===== config.mk =====
export PLATFORM = sky130hd
export DESIGN_NAME = sat_translator
export DESIGN_NICKNAME = d
export VERILOG_FILES = /design/src/core/sat_table.v /design/src/core/sat_translator.v
export VERILOG_INCLUDE_DIRS = /design/src /design/src/core
export SDC_FILE = /design/constraint.sdc
export NUM_CORES = 2
export LEC_CHECK = 0
export BUFFER_PORTS_ARGS = -buffer_cell sky130_fd_sc_hd__buf_2
export CAP_MARGIN = 20
export CORE_MARGIN = 2
export CORE_UTILIZATION = 56
export CTS_CLUSTER_SIZE = 40
export DETAILED_ROUTE_END_ITERATION = 10
export GPL_TIMING_DRIVEN = 0
export PLACE_DENSITY = 0.78
export SLEW_MARGIN = 15
export SYNTH_ARGS = -nofsm -noshare
export SYNTH_HDL_FRONTEND = slang
export SYNTH_SLANG_ARGS = --single-unit

===== constraint.sdc =====
create_clock -name i_clk -period 3.65 [get_ports i_clk]
set_input_delay 1.095 -clock i_clk [delete_from_list [all_inputs] [get_ports i_clk]]
set_output_delay 1.095 -clock i_clk [all_outputs]
set_load 0.03 [all_outputs]

===== src/core/sat_regs.vh =====
// constants for the segment address translator
`ifndef SAT_REGS_VH
`define SAT_REGS_VH
`define SAT_SEG_W 7
`define SAT_OFS_W 16
`define SAT_PHY_W 24
`define SAT_BASE_W 16
`define SAT_IDX_W 6
`define SAT_LIM_W 8
`define SAT_ENTRIES 64
`define SAT_ENT_W 28
`define SAT_ENT_BASE_LSB 0
`define SAT_ENT_BASE_MSB 15
`define SAT_ENT_LIM_LSB 16
`define SAT_ENT_LIM_MSB 23
`define SAT_ENT_WP 24
`define SAT_ENT_SYS 25
`define SAT_ENT_EXO 26
`define SAT_ENT_VAL 27
`define SAT_ENT_RST 28'h0000000
`define SAT_GRP_W 1
`define SAT_PAGE_LSB 8
`define SAT_ZERO8 8'h00
`define SAT_PHY_RST 24'h000000
`endif


===== src/core/sat_table.v =====
// segment descriptor memory with registered read port
`timescale 1ns/10ps
`include "sat_regs.vh"
module sat_table (
    input wire i_clk,
    input wire i_ce,
    input wire i_we,
    input wire [`SAT_IDX_W-1:0] i_waddr,
    input wire [`SAT_ENT_W-1:0] i_wdata,
    input wire [`SAT_IDX_W-1:0] i_raddr,
    output reg [`SAT_ENT_W-1:0] o_rdata
);
    reg [`SAT_ENT_W-1:0] mem [0:`SAT_ENTRIES-1];
    always @(posedge i_clk) begin
        if (i_ce) begin
            if (i_we) begin
                mem[i_waddr] <= i_wdata;
            end
            o_rdata <= mem[i_raddr];
        end
    end
endmodule // sat_table


===== src/core/sat_translator.v =====
// segment address translator: table lookup, base plus offset, protection
// Functional notes
// RULE1: logical address is 7-bit segment and 16-bit offset; segment selects base
// RULE2: physical address is base plus offset by addition, never concatenation
// RULE3: segment numbers span 128 segments across cooperating units
// RULE4: segment size 256 bytes to 64 KB in 256-byte steps
// RULE5: table entries are rewritable at any time by the controller; the table here takes writes only while i_ce is high
// RULE6: per-segment attributes block writes to write-protected segments
// RULE7: system/normal and code/data qualifiers form separate spaces
// RULE8: several units may serve one processor together
// RULE9: each unit holds 64 segments; more units cover the rest
// RULE10: 24-bit physical address; bases are 256-byte multiples, may overlap
// RULE11: offset beyond limit or attribute breach flags violation, kills access
`timescale 1ns/10ps
`include "sat_regs.vh"
module sat_translator (
    input wire i_clk,
    input wire i_sys_rst,
    input wire i_ce,
    input wire [`SAT_GRP_W-1:0] i_unit_group,
    input wire i_req,
    input wire [`SAT_SEG_W-1:0] i_seg,
    input wire [`SAT_OFS_W-1:0] i_ofs,
    input wire i_write,
    input wire i_sys_space,
    input wire i_code_space,
    input wire i_tbl_we,
    input wire [`SAT_IDX_W-1:0] i_tbl_idx,
    input wire [`SAT_BASE_W-1:0] i_tbl_base,
    input wire [`SAT_LIM_W-1:0] i_tbl_limit,
    input wire i_tbl_wprot,
    input wire i_tbl_sys_only,
    input wire i_tbl_exec_only,
    input wire i_tbl_valid,
    output reg o_mem_req,
    output reg o_mem_write,
    output reg [`SAT_PHY_W-1:0] o_phys_addr,
    output reg o_violation,
    output reg o_hit
);
    // pipeline stage 1: request registered alongside table read
    reg s1_req;
    reg s1_mine;
    reg [`SAT_OFS_W-1:0] s1_ofs;
    reg s1_write;
    reg s1_sys;
    reg s1_code;
    wire [`SAT_ENT_W-1:0] ent;
    wire [`SAT_ENT_W-1:0] wr_ent;
    wire [`SAT_BASE_W-1:0] ent_base;
    wire [`SAT_LIM_W-1:0] ent_lim;
    wire over_lim;
    wire attr_bad;
    wire bad;
    wire [`SAT_PHY_W-1:0] next_phys;

    // top segment bit picks which unit answers; low six bits index the table
    wire mine = i_seg[`SAT_SEG_W-1] == i_unit_group; // [RULE3] [RULE8] [RULE9]

    assign wr_ent = {i_tbl_valid, i_tbl_exec_only, i_tbl_sys_only, i_tbl_wprot,
                     i_tbl_limit, i_tbl_base};

    sat_table u_table (
        .i_clk(i_clk),
        .i_ce(i_ce),
        .i_we(i_tbl_we), // [RULE5]
        .i_waddr(i_tbl_idx),
        .i_wdata(wr_ent),
        .i_raddr(i_seg[`SAT_IDX_W-1:0]), // [RULE1]
        .o_rdata(ent)
    );

    assign ent_base = ent[`SAT_ENT_BASE_MSB:`SAT_ENT_BASE_LSB];
    assign ent_lim = ent[`SAT_ENT_LIM_MSB:`SAT_ENT_LIM_LSB];
    // limit holds size in 256-byte pages minus one, so 0 is 256 B and FF is 64 KB
    assign over_lim = s1_ofs[`SAT_OFS_W-1:`SAT_PAGE_LSB] > ent_lim; // [RULE4] [RULE11]
    assign attr_bad = (ent[`SAT_ENT_WP] & s1_write) // [RULE6]
        | (ent[`SAT_ENT_SYS] & ~s1_sys) // [RULE7]
        | (ent[`SAT_ENT_EXO] & ~s1_code); // [RULE7]
    assign bad = ~ent[`SAT_ENT_VAL] | over_lim | attr_bad; // [RULE11]
    // base is a 256-byte multiple; add, do not concatenate
    assign next_phys = {ent_base, `SAT_ZERO8} + {`SAT_ZERO8, s1_ofs}; // [RULE2] [RULE10]

    always @(posedge i_clk) begin
        if (i_sys_rst) begin
            s1_req <= 1'b0;
            s1_mine <= 1'b0;
            s1_ofs <= {`SAT_OFS_W{1'b0}};
            s1_write <= 1'b0;
            s1_sys <= 1'b0;
            s1_code <= 1'b0;
            o_mem_req <= 1'b0;
            o_mem_write <= 1'b0;
            o_phys_addr <= `SAT_PHY_RST;
            o_violation <= 1'b0;
            o_hit <= 1'b0;
        end else if (i_ce) begin
            s1_req <= i_req;
            s1_mine <= mine;
            s1_ofs <= i_ofs;
            s1_write <= i_write;
            s1_sys <= i_sys_space;
            s1_code <= i_code_space;
            o_hit <= s1_req & s1_mine;
            o_mem_req <= s1_req & s1_mine & ~bad; // [RULE6] [RULE11]
            o_mem_write <= s1_req & s1_mine & ~bad & s1_write;
            o_violation <= s1_req & s1_mine & bad; // [RULE11]
            if (s1_req & s1_mine) begin
                o_phys_addr <= next_phys;
            end
        end
    end
endmodule // sat_translator


==> report_table.html <==
<table>
<tr><th>Metric</th><th>Value</th></tr>
<tr><th colspan="2">Route</th></tr>
<tr><td>Final routed wirelength across all metal layers</td><td>207 mm</td></tr>
<tr><td>Drt initial violations</td><td>7043</td></tr>
<tr><td>Final antenna-violating net count</td><td>0</td></tr>
<tr><td>Vias per std cell</td><td>7.10</td></tr>
<tr><td>Count of TritonRoute iterations in the first routing pass</td><td>7</td></tr>
<tr><td>Post-detailed-route wirelength per cell</td><td>38.2 um</td></tr>
<tr><td>Total via count in the routed design</td><td>38600</td></tr>
<tr><td>Number of DRC violations after detailed routing</td><td>0</td></tr>
<tr><th colspan="2">STA</th></tr>
<tr><td>Final Hold Vio Count</td><td>0</td></tr>
<tr><td>Accumulated negative setup slack</td><td>-1.15 ns</td></tr>
<tr><td>Highest achievable clock rate</td><td>0.255 GHz</td></tr>
<tr><td>Slew Limit Headroom</td><td>20.2%</td></tr>
<tr><td>Final setup viols</td><td>12</td></tr>
<tr><td>Share of the cycle needed by the critical path after routing</td><td>107%</td></tr>
<tr><td>Unrepaired setup endpoints after global routing</td><td>yes</td></tr>
<tr><td>Max Slew Vio Count</td><td>0</td></tr>
<tr><td>Setup slack of the critical path after layout</td><td>-0.273 ns</td></tr>
<tr><td>Worst Clk Skew</td><td>0.0311 ns</td></tr>
<tr><td>Slew @ Worst Pin</td><td>1.19 ns</td></tr>
<tr><td>Minimum period implied by the final worst setup slack</td><td>3.92 ns</td></tr>
<tr><th colspan="2">Synth</th></tr>
<tr><td>Warning count from the yosys run</td><td>0</td></tr>
<tr><td>Simple-gate area share of the yosys netlist</td><td>2.43%</td></tr>
<tr><td>Share of flip-flops with an asynchronous set or reset after synthesis</td><td>0%</td></tr>
<tr><td>Syn_nets</td><td>3352</td></tr>
<tr><td>Mux cell area share after synthesis</td><td>14.4%</td></tr>
<tr><td>Synthesized-area fraction occupied by adder cells</td><td>0.309%</td></tr>
<tr><td>Average cell area after synthesis</td><td>21.8 um2</td></tr>
<tr><td>EDFF count, synth</td><td>1820</td></tr>
<tr><td>Combined area of all synthesized cells</td><td>71300 um2</td></tr>
<tr><td>Compound-gate portion of the synthesized area</td><td>3.38%</td></tr>
<tr><td>Main combinational cell family by area after synthesis</td><td>multiplexers</td></tr>
<tr><td>Register area share after synthesis</td><td>78.0%</td></tr>
<tr><td>Most used flip-flop cell after synthesis</td><td>edfxtp_1</td></tr>
<tr><td>Post-synthesis share of cell area spent on xor and xnor gates</td><td>0.123%</td></tr>
<tr><td>Seq cells post-synth</td><td>1869</td></tr>
<tr><td>Post-Syn Instances</td><td>3269</td></tr>
<tr><td>Count of cell types in the netlist</td><td>65</td></tr>
<tr><th colspan="2">Clock tree</th></tr>
<tr><td>CTS Hold Buffers Added</td><td>0</td></tr>
<tr><td>Clk Tree Root Cell</td><td>clkbuf_16</td></tr>
<tr><td>Clock buffer count from CTS</td><td>175</td></tr>
<tr><td>Maximum level of the CTS H-tree</td><td>4</td></tr>
<tr><td>Clock-pin slew reported for the worst setup and hold paths after clock tree synthesis</td><td>0.06 ns</td></tr>
<tr><td>Buffers from clock root to sink, at most</td><td>3</td></tr>
<tr><td>Clk sink count</td><td>1869</td></tr>
<tr><td>Clock tree from TritonCTS</td><td>yes</td></tr>
<tr><td>Clock latency on the worst-skew pair</td><td>0.84 ns</td></tr>
<tr><th colspan="2">Global routing</th></tr>
<tr><td>GR Overflow Total</td><td>0</td></tr>
<tr><td>Number of antenna violations at the first check in global routing</td><td>16</td></tr>
<tr><td>Global-route wire length before repair</td><td>288 mm</td></tr>
<tr><td>Total global-route track usage</td><td>32.0%</td></tr>
<tr><td>Pin count of the biggest net entering global routing</td><td>65</td></tr>
<tr><td>Number of global-route vias before repair</td><td>38200</td></tr>
<tr><th colspan="2">Worst setup path</th></tr>
<tr><td>Critical register-to-register path endpoint</td><td>o_phys_addr[16]</td></tr>
<tr><td>Slowest-stage cell, CP</td><td>clkbuf_1</td></tr>
<tr><td>Crit path capture type</td><td>flop</td></tr>
<tr><td>Crit-path most repeated cell</td><td>clkbuf_1</td></tr>
<tr><td>Worst path cell trace</td><td>buf_2 &gt; clkbuf_1 &gt; clkbuf_1 &gt; nand3b_1 &gt; o221ai_1 &gt; o21ai_0 &gt; nand3_1 &gt; o221ai_2</td></tr>
<tr><td>Critical path's largest stage delay</td><td>0.83 ns</td></tr>
<tr><td>Element type at the critical path start</td><td>input port</td></tr>
<tr><td>Reg2Reg Setup Slack</td><td>0.89 ns</td></tr>
<tr><td>Register-to-Register Path Depth</td><td>7</td></tr>
<tr><td>Worst EP arrival</td><td>4.42 ns</td></tr>
<tr><td>Largest fanout on the critical path</td><td>10</td></tr>
<tr><td>Type of the setup path with the least slack</td><td>input port to flop</td></tr>
<tr><td>Crit Reg-Reg Startpoint</td><td>u_table.o_rdata[0]</td></tr>
<tr><td>Data required time at the worst endpoint</td><td>4.14 ns</td></tr>
<tr><th colspan="2">Die</th></tr>
<tr><td>Core region area</td><td>126000 um2</td></tr>
<tr><td>Area of the die</td><td>130000 um2</td></tr>
<tr><td>Width of the die</td><td>361 um</td></tr>
<tr><td>Number of top-level pins</td><td>94</td></tr>
<tr><td>Starting density of the core</td><td>56.6%</td></tr>
<tr><td>Die H</td><td>361 um</td></tr>
<tr><td>Number of standard-cell rows in the floorplan</td><td>130</td></tr>
<tr><th colspan="2">Finish</th></tr>
<tr><td>Number of nets in the layout</td><td>3714</td></tr>
<tr><td>Fin cells</td><td>5430</td></tr>
<tr><td>Share of final-layout standard cells stronger than drive strength 1</td><td>27.8%</td></tr>
<tr><td>Summed area of non-filler cells in the final layout</td><td>81900 um2</td></tr>
<tr><td>Synth-to-Final Area Change</td><td>14.8%</td></tr>
<tr><th colspan="2">Min path</th></tr>
<tr><td>Path type of the worst min-delay path</td><td>flop to flop</td></tr>
<tr><td>Startpoint of the tightest hold check path</td><td>o_phys_addr[1]</td></tr>
<tr><td>Instance count along the most critical hold path</td><td>2</td></tr>
<tr><td>Hold-critical path endpoint</td><td>o_phys_addr[1]</td></tr>
<tr><th colspan="2">Power</th></tr>
<tr><td>Power Internal</td><td>33.9 mW</td></tr>
<tr><td>Clock share of power</td><td>39.7%</td></tr>
<tr><td>Logic gate share of total power</td><td>5.8%</td></tr>
<tr><td>Leakage</td><td>25.7 nW</td></tr>
<tr><td>Peak ir drop on the vdd network</td><td>0.708 mV</td></tr>
<tr><td>Sequential cell fraction of total power</td><td>54.5%</td></tr>
<tr><td>PD cells</td><td>531 nW/um2</td></tr>
<tr><td>Switching power summed over all nets</td><td>9.65 mW</td></tr>
<tr><td>Sw Share</td><td>22.2%</td></tr>
<tr><th colspan="2">Placement</th></tr>
<tr><td>Routability congestion estimate</td><td>1.01</td></tr>
<tr><td>Placed cells</td><td>5080</td></tr>
<tr><td>Buffers on Ports</td><td>87</td></tr>
<tr><td>DP Area</td><td>76100 um2</td></tr>
<tr><td>Setup slack at placement</td><td>-1.53 ns</td></tr>
<tr><td>Sum of net half-perimeters after detailed placement</td><td>127 mm</td></tr>
<tr><th colspan="2">Status</th></tr>
<tr><td>Outcome</td><td>finished with violations</td></tr>
<tr><td>Violated checks</td><td>setup timing</td></tr>
<tr><th colspan="2">Flow run</th></tr>
<tr><td>Max Cap Violations</td><td>0</td></tr>
</table>
==> cells in the mapped netlist, types with 13 or more instances <==
master / number / share of area (%)
mux4_2: 434 / 14
buf_2: 42 / 0.29
a22oi_1: 74 / 0.78
nand2_1: 76 / 0.40
nand3_1: 14 / 0.098
or3_1: 24 / 0.21
dfxtp_1: 49 / 1.4
nor4_1: 16 / 0.14
clkbuf_1: 89 / 0.47
buf_6: 16 / 0.25
buf_1: 20 / 0.11
a221oi_1: 16 / 0.20
mux2i_1: 37 / 0.52
edfxtp_1: 1820 / 77
o221ai_1: 25 / 0.31
nand2b_1: 13 / 0.11
a211o_1: 16 / 0.20
a211oi_1: 25 / 0.26
o22ai_1: 67 / 0.59
nor2b_1: 29 / 0.25
ha_1: 16 / 0.28
o21ai_0: 31 / 0.22
a21oi_1: 28 / 0.20
nor2_1: 143 / 0.75
==> sequential cells by signal (all words and copies together), names as in the netlist <==
| signal | count |
|---|---|
| o_hit | 1 |
| o_mem_req | 1 |
| o_mem_write | 1 |
| o_phys_addr | 24 |
| o_violation | 1 |
| s1_code | 1 |
| s1_mine | 1 |
| s1_ofs | 16 |
| s1_req | 1 |
| s1_sys | 1 |
| s1_write | 1 |
| u_table.mem | 1792 |
| u_table.o_rdata | 28 |
==> placed cells by master, fill, tap and decap left out, types with 21 or more instances in the layout <==
master	count
edfxtp_1	1820
mux4_2	434
clkbuf_16	179
clkbuf_1	122
buf_2	100
nor2_1	77
nand2_1	76
a22oi_1	74
o22ai_1	65
nor2_4	64
buf_4	52
dfxtp_1	49
clkinv_1	43
buf_12	42
mux2i_1	37
buf_16	36
nor2b_1	29
a21oi_1	28
a211oi_1	25
or3_1	24
clkbuf_2	21
o221ai_1	21
==> cell families after synthesis <==
| family | after synthesis |
|---|---|
| simple gates | 362 |
| compound gates | 334 |
| flops | 1869 |
| buf+inv | 194 |
| mux | 483 |
| xor+xnor | 10 |
| fa+ha+maj | 17 |
==> worst max-delay path by stage <==
stage	start	end	depth (start not counted)
after floorplan	i_tbl_idx[4]	u_table.mem[16][0]	4
after global placement	i_ce	u_table.mem[37][14]	4
after detailed placement	i_seg[2]	u_table.o_rdata[10]	9
after CTS	i_seg[2]	u_table.o_rdata[7]	9
after global routing	i_seg[3]	u_table.o_rdata[16]	8
final	i_seg[3]	u_table.o_rdata[16]	8
==> final cells by class <==
cell class	instances	area, um2
Buffer	180	998
Sequential cell	1869	55600
Fill cell	7657	44200
Multi-Input combinational cell	1206	15400
Tap cell	1650	2060
Timing Repair Buffer	186	2490
Inverter	13	48.8
Antenna cell	8	20.0
Clock inverter	84	601
Clock buffer	234	4690
==> worst max-delay path, delay by kind of cell <==
kind	cells	cell delay [ns]
compound gates	3	0.96
buf+inv	3	1.60
simple gates	2	0.73
==> power by group through the flow <==
stage	combinational, mW	sequential [mW]	clock [mW]
3_3_place_gp	2.21	24.2	0
3_5_place_dp	2.33	24.2	0
2_1_floorplan	1.18	24.2	0
5_1_grt	2.57	23.7	18.0
4_1_cts	2.38	23.7	17.2
6_report	2.51	23.7	17.3
==> stage by stage <==
stage	hold slack (ns)	power [mW]	util, %
2_1_floorplan	0.431	25.3	-
3_5_place_dp	0.444	26.5	60.3
5_1_grt	0.474	44.3	64.9
6_report	0.451	43.5	65.0
4_1_cts	0.452	43.4	64.8
3_3_place_gp	0.443	26.4	58.6
==> timing repair <==
item / 4_1_cts / 5_1_grt
cloned: 0 / 0
resized for setup: 48 / 29
pin swaps: 5 / 0
endpoints found under the setup margin: 894 / 14
setup buffers: 19 / 0
==> layer usage <==
metal,vias up,part of all wire (%),GRT usage (%)
met4,14,7.0,19.6
met2,3575,46,48.8
li1,14600,-,-
met5,-,0.13,1.11
met1,19600,32,39.0
met3,812,15,12.2
Power figures use the tool's default switching activity.
